## config.mk

```make
export PLATFORM = sky130hd
export DESIGN_NAME = vga_serial_control
export DESIGN_NICKNAME = d
export VERILOG_FILES = /design/src/vga_ctrl_pkg.sv /design/src/pin_sync_if.sv /design/src/pin_sync.sv /design/src/vga_serial_control.sv
export VERILOG_INCLUDE_DIRS = /design/src
export SDC_FILE = /design/constraint.sdc
export NUM_CORES = 1
export LEC_CHECK = 0
export BUFFER_PORTS_ARGS = -buffer_cell sky130_fd_sc_hd__buf_4
export CAP_MARGIN = 20
export CORE_MARGIN = 1
export CORE_UTILIZATION = 62
export DETAILED_ROUTE_END_ITERATION = 16
export PLACE_DENSITY = 0.89
export RECOVER_POWER = 25
export SETUP_SLACK_MARGIN = 0.5
export SKIP_CTS_REPAIR_TIMING = 1
export SLEW_MARGIN = 15
export SYNTH_ARGS = -nofsm -noshare
export SYNTH_HDL_FRONTEND = slang
export SYNTH_SLANG_ARGS = --single-unit
```

## constraint.sdc

```tcl
create_clock -name core_clk_i -period 4.2 [get_ports core_clk_i]
set_input_delay 1.05 -clock core_clk_i [delete_from_list [all_inputs] [get_ports core_clk_i]]
set_output_delay 1.05 -clock core_clk_i [all_outputs]
set_load 0.02 [all_outputs]
```

## src/vga_ctrl_cfg.svh

```systemverilog
`ifndef VGA_CTRL_CFG_SVH
`define VGA_CTRL_CFG_SVH

// control word geometry and power-on value
`define WORD_BITS      16
`define WORD_RESET     16'h000a
`define POWER_BIT      10
`define FILTER_MSB     8
`define FILTER_LSB     6
`define PREAMP_BIT     4
`define LADDER_MSB     3
`define LADDER_LSB     0
// frame length: one read/write bit then the word
`define FRAME_BITS     17
`define CNT_BITS       5

`endif

```

## src/vga_ctrl_pkg.sv

```systemverilog
package vga_ctrl_pkg;
	typedef enum logic [2:0] {
		st_idle = 3'b001,
		st_data = 3'b010,
		st_done = 3'b100
	} frame_state_t;

	typedef enum logic [2:0] {
		bw_full = 3'h0,
		bw_20   = 3'h1,
		bw_100  = 3'h2,
		bw_200  = 3'h3,
		bw_350  = 3'h4,
		bw_650  = 3'h5,
		bw_750  = 3'h6
	} filter_sel_t;
endpackage

```

## src/pin_sync_if.sv

```systemverilog
// synchronised select and data levels and qualified clock edges
interface pin_sync_if;
	logic sclk_rise;
	logic sclk_fall;
	logic sel_act;
	logic sdio_lvl;
	modport src (output sclk_rise, output sclk_fall, output sel_act,
		output sdio_lvl);
	modport dst (input sclk_rise, input sclk_fall, input sel_act,
		input sdio_lvl);
endinterface

```

## src/pin_sync.sv

```systemverilog
// three-stage sampling of the serial pins; a change counts when
// stages two and three agree
module pin_sync (
	input  wire logic core_clk_i,
	input  wire logic rst_n_i,
	input  wire logic sclk_i,
	input  wire logic cs_n_i,
	input  wire logic sdio_i,
	pin_sync_if.src   pins
);
	logic [2:0] sclk_sr;
	logic [2:0] cs_sr;
	logic [2:0] sdio_sr;
	logic       sclk_lvl;

	// shift registers
	always_ff @(posedge core_clk_i) begin
		if (!rst_n_i) begin
			sclk_sr <= 3'h0;
			cs_sr   <= 3'h7;
			sdio_sr <= 3'h0;
		end else begin
			sclk_sr <= {sclk_sr[1:0], sclk_i};
			cs_sr   <= {cs_sr[1:0], cs_n_i};
			sdio_sr <= {sdio_sr[1:0], sdio_i};
		end
	end

	// accepted levels, updated only on agreement
	always_ff @(posedge core_clk_i) begin
		if (!rst_n_i) begin
			sclk_lvl      <= 1'b0;
			pins.sel_act  <= 1'b0;
			pins.sdio_lvl <= 1'b0;
		end else begin
			if (sclk_sr[1] == sclk_sr[2])
				sclk_lvl <= sclk_sr[2];
			if (cs_sr[1] == cs_sr[2])
				pins.sel_act <= ~cs_sr[2];
			if (sdio_sr[1] == sdio_sr[2])
				pins.sdio_lvl <= sdio_sr[2];
		end
	end

	// edge pulses of the accepted clock level
	assign pins.sclk_rise = ~sclk_lvl & sclk_sr[1] & sclk_sr[2];
	assign pins.sclk_fall = sclk_lvl & ~sclk_sr[1] & ~sclk_sr[2];
endmodule

```

## src/vga_serial_control.sv

```systemverilog
`include "vga_ctrl_cfg.svh"
// Summary of operation
// - host writes and reads back the control word
// - one two-way data pin carries both directions
// - host clocks; device answers only while selected
// - bit 10 high puts auxiliary output Hi-Z
// - bits 8..6 choose the bandwidth limit
// - one filter setting feeds both outputs
// - bit 4 chooses preamp high or low gain
// - bits 3..0 set ladder in 2 dB steps
// - reset word 000a: full bw, low gain, 20 dB
// - high gain 30 dB, low gain 10 dB
module vga_serial_control (
	input  wire logic       core_clk_i,
	input  wire logic       rst_n_i,
	input  wire logic       sclk_i,
	input  wire logic       cs_n_i,
	input  wire logic       sdio_i,
	output logic            sdio_o,
	output logic            sdio_oe_n_o,
	output logic            aux_hiz_o,
	output logic [2:0]      filter_sel_o,
	output logic            preamp_high_gain_o,
	output logic            preamp_low_gain_o,
	output logic [3:0]      ladder_atten_o,
	output logic [15:0]     control_word_o
);
	pin_sync_if pins ();

	pin_sync u_sync (
		.core_clk_i (core_clk_i),
		.rst_n_i    (rst_n_i),
		.sclk_i     (sclk_i),
		.cs_n_i     (cs_n_i),
		.sdio_i     (sdio_i),
		.pins       (pins)
	);

	vga_ctrl_pkg::frame_state_t state;
	logic [`CNT_BITS-1:0]       bit_cnt;
	logic                       is_read;
	logic [`WORD_BITS-1:0]      shift_in;
	logic [`WORD_BITS-1:0]      shift_out;
	logic [`WORD_BITS-1:0]      gain_filter_control_word;
	logic                       word_done;

	// final rising edge of a write frame completes the word
	assign word_done = (state == vga_ctrl_pkg::st_data) && pins.sclk_rise
		&& (bit_cnt == 5'(`FRAME_BITS - 1));

	// frame sequencer: first rising edge holds read/write flag
	always_ff @(posedge core_clk_i) begin
		if (!rst_n_i) begin
			state   <= vga_ctrl_pkg::st_idle;
			bit_cnt <= 5'h0;
			is_read <= 1'b0;
		end else if (!pins.sel_act) begin
			state   <= vga_ctrl_pkg::st_idle;
			bit_cnt <= 5'h0;
		end else begin
			case (state)
				vga_ctrl_pkg::st_idle: begin
					if (pins.sclk_rise) begin
						is_read <= pins.sdio_lvl;
						bit_cnt <= 5'h1;
						state   <= vga_ctrl_pkg::st_data;
					end
				end
				vga_ctrl_pkg::st_data: begin
					if (pins.sclk_rise) begin
						bit_cnt <= bit_cnt + 5'h1;
						if (bit_cnt == 5'(`FRAME_BITS - 1))
							state <= vga_ctrl_pkg::st_done;
					end
				end
				vga_ctrl_pkg::st_done: begin
					state <= vga_ctrl_pkg::st_done; // wait for deselect
				end
				default: begin
					state <= vga_ctrl_pkg::st_idle;
				end
			endcase
		end
	end

	// capture write data on rising edges, MSB first
	always_ff @(posedge core_clk_i) begin
		if (!rst_n_i)
			shift_in <= 16'h0000;
		else if (state == vga_ctrl_pkg::st_data && pins.sclk_rise)
			shift_in <= {shift_in[14:0], pins.sdio_lvl};
	end

	// control word: power-on default, loaded at end of a write
	always_ff @(posedge core_clk_i) begin
		if (!rst_n_i)
			gain_filter_control_word <= `WORD_RESET;
		else if (word_done && !is_read)
			gain_filter_control_word <= {shift_in[14:0], pins.sdio_lvl};
	end

	// read path: load word after flag, shift on falling edges
	always_ff @(posedge core_clk_i) begin
		if (!rst_n_i) begin
			shift_out   <= 16'h0000;
			sdio_o      <= 1'b0;
			sdio_oe_n_o <= 1'b1;
		end else if (!pins.sel_act) begin
			sdio_oe_n_o <= 1'b1;
			sdio_o      <= 1'b0;
		end else if (state == vga_ctrl_pkg::st_idle && pins.sclk_rise
			&& pins.sdio_lvl) begin
			shift_out <= gain_filter_control_word;
		end else if (state == vga_ctrl_pkg::st_data && is_read
			&& pins.sclk_fall) begin
			sdio_o      <= shift_out[15];
			sdio_oe_n_o <= 1'b0;
			shift_out   <= {shift_out[14:0], 1'b0};
		end else if (state == vga_ctrl_pkg::st_done && pins.sclk_fall) begin
			sdio_oe_n_o <= 1'b1;
		end
	end

	// decoded analog controls, all registered
	always_ff @(posedge core_clk_i) begin
		if (!rst_n_i) begin
			aux_hiz_o          <= 1'b0;
			filter_sel_o       <= 3'h0;
			preamp_high_gain_o <= 1'b0;
			preamp_low_gain_o  <= 1'b1;
			ladder_atten_o     <= 4'ha;
			control_word_o     <= `WORD_RESET;
		end else begin
			aux_hiz_o <= gain_filter_control_word[`POWER_BIT];
			// one selection for main and aux outputs
			filter_sel_o <= gain_filter_control_word
				[`FILTER_MSB:`FILTER_LSB];
			// high 30 dB stage vs low 10 dB stage
			preamp_high_gain_o <= gain_filter_control_word
				[`PREAMP_BIT];
			preamp_low_gain_o <= ~gain_filter_control_word
				[`PREAMP_BIT];
			ladder_atten_o <= gain_filter_control_word
				[`LADDER_MSB:`LADDER_LSB];
			control_word_o <= gain_filter_control_word;
		end
	end
endmodule

```

Yosys cells after proc, flatten, opt, wreduce, memory -nomap -nowiden
Index checks and enable logic that the tools add are counted.

Add/sub/neg operators: 1. Equality and inequality tests: 10. Mux-type cells: 11. Bitwise operators: 10. Reductions and logical operators: 19.

Operators by type and width (count): 16-bit 2-to-1 mux (2); 5-bit 2-to-1 mux (2); 5-bit one-hot mux with 2 select lines (1); 3-bit 2-to-1 mux (3); 3-bit one-hot mux with 3 select lines (1); 3-bit AND reduction (3); 1-bit logical AND (8); 2-bit AND reduction (4); 1-bit inverter (6); 2-bit nonzero test (3); 5-bit by 1-bit adder with 5-bit output (second input constant) (1); 5-bit == test (second input constant) (1); 1-bit bitwise AND (4); 2-bit != test (second input constant) (2); 1-bit == test (3); 3-bit by 1-bit == test with 1-bit output (second input constant) (1); 3-bit by 2-bit == test with 1-bit output (second input constant) (1); 3-bit == test (second input constant) (1); 1-bit 2-to-1 mux (2); 2-bit by 1-bit != test with 1-bit output (second input constant) (1); 1-bit logical NOT (1).

Register bits after elaboration: 96. Input port bits: 5. Output and inout bits: 28.

Longest topological paths before layout
Gate-level depths: netlist (run 1).

Depth after elaboration: 7. Mapped depth: 8.

By module
Synthesis (run 1) repeated with hierarchy kept, for this count alone.

Cells, all modules: 351. Area total of the unflattened synthesis: 3260.6 um^2.

Modules (own cells, without submodules): vga_serial_control (times used 1, cells each 318, area an instance 2872.8 um^2, seq. area each 1501.4 um^2); pin_sync (times used 1, cells each 33, area an instance 387.9 um^2, seq. area each 240.2 um^2).

Worst setup path after synthesis (run 1)
OpenSTA, ideal clock, no wires.

Path type: in2reg. Start point: in rst_n_i. End point: reg sdio_oe_n_o. Data arrival time: 1.805 ns. Required time: 4.074 ns. Path slack: 2.269 ns. Cell stages on the path: 4. Buffers on the path: 2. Cells stage by stage: clkbuf_1 > buf_2 > nand2_1 > o21bai_1.

Longest elaborated chain between the ends: 1.

Ends and longest elaborated chain: start, declared (RTL line vga_serial_control.sv:15) `input wire logic rst_n_i,`; 2-bit AND reduction (no line); end signal, assigned (RTL line vga_serial_control.sv:107) `sdio_oe_n_o <= 1'b1;`; end signal, assigned (RTL line vga_serial_control.sv:109) `sdio_oe_n_o <= 1'b1;`; end signal, assigned (RTL line vga_serial_control.sv:117) `sdio_oe_n_o <= 1'b0;`; end, declared (RTL line vga_serial_control.sv:20) `output logic sdio_oe_n_o,`.

No other way between the ends. A chain may end at the register's enable or synchronous reset.

Worst setup path after layout (run 1)
Start point: reg bit_cnt[0]. End point: reg gain_filter_control_word[10].

Longest elaborated chain between the ends: 3.

Ends and longest elaborated chain: start, declared (RTL line vga_serial_control.sv:40) `` logic [`CNT_BITS-1:0] bit_cnt; ``; start signal, assigned (RTL line vga_serial_control.sv:71) `bit_cnt <= bit_cnt + 5'h1;`; 5-bit == test (RTL line vga_serial_control.sv:49) `` && (bit_cnt == 5'(`FRAME_BITS - 1)); ``; 1-bit logical AND (RTL line vga_serial_control.sv:48) `assign word_done = (state == vga_ctrl_pkg::st_data) && pins.sclk_rise`; 1-bit logical AND (RTL line vga_serial_control.sv:98) `else if (word_done && !is_read)`; end signal, assigned (RTL line vga_serial_control.sv:97) `` gain_filter_control_word <= `WORD_RESET; ``; end signal, assigned (RTL line vga_serial_control.sv:99) `gain_filter_control_word <= {shift_in[14:0], pins.sdio_lvl};`; end, declared (RTL line vga_serial_control.sv:44) `` logic [`WORD_BITS-1:0] gain_filter_control_word; ``.

No other way between the ends.

==> flow_metrics.tcl, run 1 <==
set metrics [dict create \
    outcome "finished clean" \
    nets 358 \
    leakage_nw 1.45 \
    clock_skew_ns 0.00772 \
    hold_viol_final 0 \
    instances_no_fill 425 \
    critPathTopFamily "simple AND/OR/NAND/NOR gates" \
    met2_wirelength_mm 2.75 \
    clk_latency_ns 0.34 \
    fill_cells 366 \
    synth-warning-count 0 \
    synth_seq_cells 87 \
    maxSlewViolCount 0 \
    p_total_mw 1.39 \
    ir_drop_v 0.000267 \
    drt_wl_total_mm 5.80 \
    crit_slowest_cell "nand4b_1" \
    synth.avg_cell_area_um2 10.1 \
    min_period_over_period 0.483 \
    layout_commonest_cell "dfxtp_1" \
    htree_levels 3 \
    clockBufferDepth 2 \
    hp-class "flop to flop" \
    hpwl_mm 3.64 \
    antenna_left 0 \
    drive_gt1_frac 0.180 \
    clock-root-buffer "clkbuf_8" \
    synth_area_um2 3440 \
    dieArea_um2 5850 \
    diodes 0 \
    top_layer_used "met4" \
    fin_crit_ns 2.03 \
    row_count 26 \
    numPortBuffers 32 \
    detail_route.first_pass.iterations 4 \
    coreArea_um2 5240 \
    die_w_um 76.5 \
    tritoncts "yes" \
    crit_buf_inv 2 \
    overflow 0 \
    wl_per_cell_um 13.6 \
    worstPathCellList "inv_1 > ha_1 > and4bb_2 > nand4b_1 > buf_8 > mux2i_1 > nor2b_1" \
    slew_headroom 0.582 \
    synth_nets 346 \
    grt_max_degree 81 \
    drt-met1-wl_mm 2.73 \
    start_util 0.657 \
    startpoint_type "flop" \
    pin_count 33 \
    place.gp.congestion 0.800 \
    vias 2319 \
    dpl.cell_count 409 \
    worstPathRequired_ns 4.43 \
    critPathMaxStageDelay_ns 0.50 \
    yosysSeqAreaShare 0.506 \
    path_class "flop to flop" \
    design_area_um2 3740 \
    layout_common_cells "dfxtp_1 (87), nand2_1 (42), buf_4 (33)" \
    postPlaceCellArea_um2 3550 \
    end_kind "flop" \
    clk_pin_slew_ns 0.08 \
    cellPowerDensity_nw_per_um2 370 \
    hold_slack_ns 0.412 \
    track_usage 0.207 \
    area_growth_pct 8.84 \
    numCtsBuffers 9 \
    cts.sinks 87 \
    rsz0062_at_grt "no" \
    grt_pass1_wl_mm 9.63 \
    max_freq_mhz 493 \
    tns_ns 0 \
    netlist_instances 339 \
    setup_viol 0 \
    route.met3.wl_um 176 \
    drtIter0Drc 93 \
    cap_violations 0 \
    drcViolationCount 0 \
    vias_per_cell 5.46 \
    fp.dieH_um 76.5 \
    cp_max_fo 9 \
    synth_cell_types 38 \
    arrival_ns 2.26 \
    grt_pass1_vias 2124 \
    antenna_found_initial 0 \
    tightest_slew_ns 0.627 \
]
## cell usage after synthesis
library cell  count  area share
nor3b_2           3       0.011
dfxtp_1          87        0.51
nand4bb_1         3      0.0098
and3b_1           1      0.0025
nor3_1            3      0.0044
o21ai_1           1      0.0015
o21a_4            1      0.0044
inv_1             3      0.0033
ha_1              2      0.0073
nand2_1          42       0.046
a21oi_1          11       0.016
nor2_1            6      0.0065
buf_2             8       0.012
a21boi_0          2      0.0044
a211oi_2          1      0.0036
o21bai_1          1      0.0022
nand3_1           2      0.0029
a21oi_2           9       0.023
o22ai_2           1      0.0036
a22oi_1           1      0.0022
and4bb_2          2      0.0073
a41oi_1           1      0.0025
o22ai_1           1      0.0018
buf_12            1      0.0058
a41o_1            1      0.0029
mux2i_1          32       0.093
buf_4            10       0.022
nor2b_1          17       0.031
and2_1           23       0.042
a211oi_1          1      0.0022
o21ai_0          17       0.025
nand2b_1          6       0.011
nand4b_1          3      0.0076
clkbuf_1          9      0.0098
a21boi_1         15       0.033
nand4_1           3      0.0055
xor2_1            4       0.010
buf_6             5       0.016
## layer usage
layer	up-vias	GRT usage
met5	-	0
met4	0	0.110
met3	13	0.0359
met2	48	0.351
met1	1099	0.249
li1	1159	-
## logic make-up after synthesis
family	after synthesis	synth area share
XOR/XNOR	4	0.0102
buffers and inverters	36	0.0687
AND/OR/NAND/NOR	114	0.187
flip-flops	87	0.506
AO/OA/AOI/OAI	64	0.128
multiplexers	32	0.0931
adder cells (fa/ha/maj)	2	0.00727
## per-stage QoR
| stage | worst slack [ns] | utilization |
|---|---|---|
| 2_1_floorplan | 2.27 | - |
| 3_3_place_gp | 1.92 | 0.678 |
| 3_5_place_dp | 1.86 | 0.678 |
| 4_1_cts | 1.77 | 0.712 |
| 5_1_grt | 2.10 | 0.715 |
| 6_report | 2.17 | 0.715 |
## state kept, by name (all words and copies together) (netlist names), 2 cells and up
name	cells
filter_sel_o	2
bit_cnt	5
shift_in	15
ladder_atten_o	3
u_sync.sdio_sr	3
shift_out	16
u_sync.sclk_sr	3
control_word_o	11
gain_filter_control_word	16
state	3
u_sync.cs_sr	3
## where the power goes
| part | switching (mW) | internal (mW) | total, mW | leakage [nW] |
|---|---|---|---|---|
| registers | 0.00209 | 0.827 | 0.830 | 0.702 |
| clock network | 0.267 | 0.270 | 0.537 | 0.0892 |
| logic | 0.0102 | 0.00906 | 0.0192 | 0.654 |
## path summary, 6_finish.rpt
kind              startpoint                           end  slack, ns  cells past startpoint
max               bit_cnt[0]  gain_filter_control_word[10]       2.17                      7
min          u_sync.cs_sr[0]               u_sync.cs_sr[1]       0.41                      1
max reg2reg       bit_cnt[0]  gain_filter_control_word[10]       2.17                      7
min reg2reg  u_sync.cs_sr[0]               u_sync.cs_sr[1]       0.41                      1
## cell type report
type	instances	area, um^2	share of cell area
multi-input combinational	216	1460	0.391
timing repair buffer	34	263	0.0702
clock inverter	4	47.5	0.0127
tap	70	87.6	0.0234
clock buffer	11	131	0.0351
sequential	87	1740	0.465
inverter	3	11.3	0.00301
## worst reg2reg max path, cell delays in order (launching register included)
cell and delay (ns):
dfxtp_1 0.35, inv_1 0.07, ha_1 0.13, and4bb_2 0.27, nand4b_1 0.50, buf_8 0.36
mux2i_1 0.18, nor2b_1 0.06
Power figures use the tool's default switching activity.
==> inputs of run 2 (changes only) <==
Settings changed: ABC_AREA set to 1, CORE_UTILIZATION 62 to 58, PLACE_DENSITY 0.89 to 0.84.
Clock period 4.2 ns to 2.1 ns, I/O delays scaled along.
==> run 2 against run 1 <==
  * Setup slack got worse by 1.7 ns
  * Design area increased by 6.1%
  * Total power increased by 110%
  * Non-clock buffer count increased by 8
  * Count of clock-buffer cells in the layout increased by 1
  * Area after synthesis increased by 0.95%
  * Die area increased by 7.7%
==> flow_metrics.tcl, run 2 <==
set metrics [dict create \
    outcome "finished clean" \
    clk_pin_slew_ns 0.08 \
    netlist_instances 464 \
    rsz0062_at_grt "no" \
    synth.avg_cell_area_um2 7.49 \
    setup_viol 0 \
    synth-edff-count 0 \
    nets 498 \
    synth_fa_ha_area_frac 0.00720 \
    wl_per_cell_um 12.7 \
    clk_latency_ns 0.36 \
    track_usage 0.226 \
    critPathMaxStageDelay_ns 0.34 \
    crit_slowest_cell "dfxtp_1" \
    multiInputGateArea_um2 1380 \
    cts.sinks 87 \
    antenna_found_initial 0 \
    synth-warning-count 0 \
    clock-root-buffer "clkbuf_8" \
    yosysMostFrequentCell "nand2_1" \
    yosysTopAreaCellShare 0.501 \
    cp_max_fo 15 \
    maxSlewViolCount 0 \
    grt_pass1_wl_mm 10.9 \
    tightest_slew_ns 0.744 \
    drive_gt1_frac 0.159 \
    synthMuxAreaShare 0 \
    hold_path_depth 3 \
    end_kind "flop" \
    drcViolationCount 0 \
    synthSimpleGateAreaFrac 0.309 \
    leakage_nw 2.03 \
    drt_wl_total_mm 7.24 \
    min_period_over_period 0.755 \
    hp-class "input port to flop" \
    ir_drop_v 0.000540 \
    numCtsBuffers 9 \
    critPathTopFamily "simple AND/OR/NAND/NOR gates" \
    drtIter0Drc 227 \
    worstPathRequired_ns 2.34 \
    coreArea_um2 5640 \
    slew_headroom 0.504 \
    dpl.cell_count 543 \
    tritoncts "yes" \
    cap_violations 0 \
    htree_levels 3 \
    place.gp.congestion 0.813 \
    hold_viol_final 0 \
    path_class "flop to flop" \
    tns_ns 0 \
    grt_max_degree 36 \
    synth_top_cell_by_area "dfxtp_1" \
    vias_per_cell 5.14 \
    reg_top3 "gain_filter_control_word x16, shift_out x16, shift_in x15" \
    detail_route.first_pass.iterations 5 \
    worstPathCellList "inv_1 > nand3_2 > nor2_8 > buf_12 > clkinvlp_4 > buf_12 > nor2_1 > nor2_1" \
    max_freq_mhz 631 \
    setup_slack_ns 0.514 \
    antenna_left 0 \
    async_reset_ff_frac 0 \
    fp.dieH_um 79.4 \
    hpwl_mm 4.51 \
    fill_cells 434 \
    row_count 27 \
    path_depth 8 \
    synth_top_family_by_area "simple AND/OR/NAND/NOR gates" \
    fin_crit_ns 1.59 \
    yosysSeqAreaShare 0.501 \
    dieArea_um2 6300 \
    synth_area_um2 3470 \
    die_w_um 79.4 \
    cellPowerDensity_nw_per_um2 729 \
    synth_compound_area_frac 0.0677 \
    crit_buf_inv 4 \
    clock_skew_ns 0.00787 \
    yosys-top-cells-count "nand2_1 (107), nor2_1 (98), dfxtp_1 (87)" \
    layout_commonest_cell "nand2_1" \
    start_util 0.616 \
    layout_common_cells "nand2_1 (106), nor2_1 (98), dfxtp_1 (87)" \
    vias 2921 \
    synth_area_leaders "dfxtp_1 (50%), nand2_1 (12%), nor2_1 (11%)" \
    worstRegToRegCells 8 \
    pin_count 33 \
    overflow 0 \
    synth_cell_types 30 \
    pre_cts_ws_ns 0.457 \
    arrival_ns 1.83 \
    synth_xor_area_frac 0 \
    area_growth_pct 14.4 \
    synth_seq_cells 87 \
    diodes 0 \
    instances_no_fill 568 \
    synth_ff_type "dfxtp_1" \
    numPortBuffers 32 \
    startpoint_type "flop" \
    clockBufferDepth 2 \
    synth_nets 471 \
    regArea_um2 1740 \
    grt_pass1_vias 2430 \
]
[run 2: worst register-to-register path, stage by stage, from the launching register on]
cell and delay, ns:
dfxtp_1 0.34, inv_1 0.09, nand3_2 0.19, nor2_8 0.24, buf_12 0.13, clkinvlp_4 0.09, buf_12 0.15, nor2_1 0.15
nor2_1 0.08
[run 2: cells by family (layout without fill, tap and decap cells)]
kind of cell,Yosys count,after routing
DFF,87,87
buffers and inverters,80,110
AOI/OAI and AO/OA,46,46
and+or+nand+nor,249,251
adders and majority gates,2,2
[run 2: final timing paths]
path | from | end | slack (ns)
max | state[0] | shift_in[0] | 0.51
min | sclk_i | u_sync.sclk_sr[0] | 0.34
max reg2reg | state[0] | shift_in[0] | 0.51
min reg2reg | u_sync.sdio_sr[0] | u_sync.sdio_sr[1] | 0.42
[run 2: final cells by class]
class	instances	share of cell area
Clock buffer	12	0.0391
Clock inverter	4	0.0135
Inverter	52	0.0513
Multi-Input combinational cell	299	0.348
Sequential cell	87	0.438
Tap cell	72	0.0227
Timing Repair Buffer	42	0.0869
[run 2: stage by stage]
stage               instance area, um^2  hold WS, ns  utilization  power (mW)
finish                             3970        0.342        0.704        2.90
detailed placement                 3630        0.405        0.643        1.74
floorplan                          3470        0.390            -        1.73
global placement                   3630        0.395        0.643        1.74
CTS                                3840        0.329        0.680        2.91
global route                       3970        0.334        0.704        2.99
[run 2: power by group]
group	switching [mW]	total, mW	internal (mW)
Clock	0.576	1.19	0.617
Combinational	0.0308	0.0450	0.0142
Sequential	0.00434	1.66	1.65
Total	0.611	2.90	2.29
[run 2: metal layers]
metal  track usage  wire, um  vias to the layer above  share of wire
met5             0         0                        -              0
met4        0.0945       127                        0          0.018
met3        0.0594       379                       11          0.052
met2         0.362      3490                       98           0.48
met1         0.289      3240                     1340           0.45
li1              -         -                     1472              -
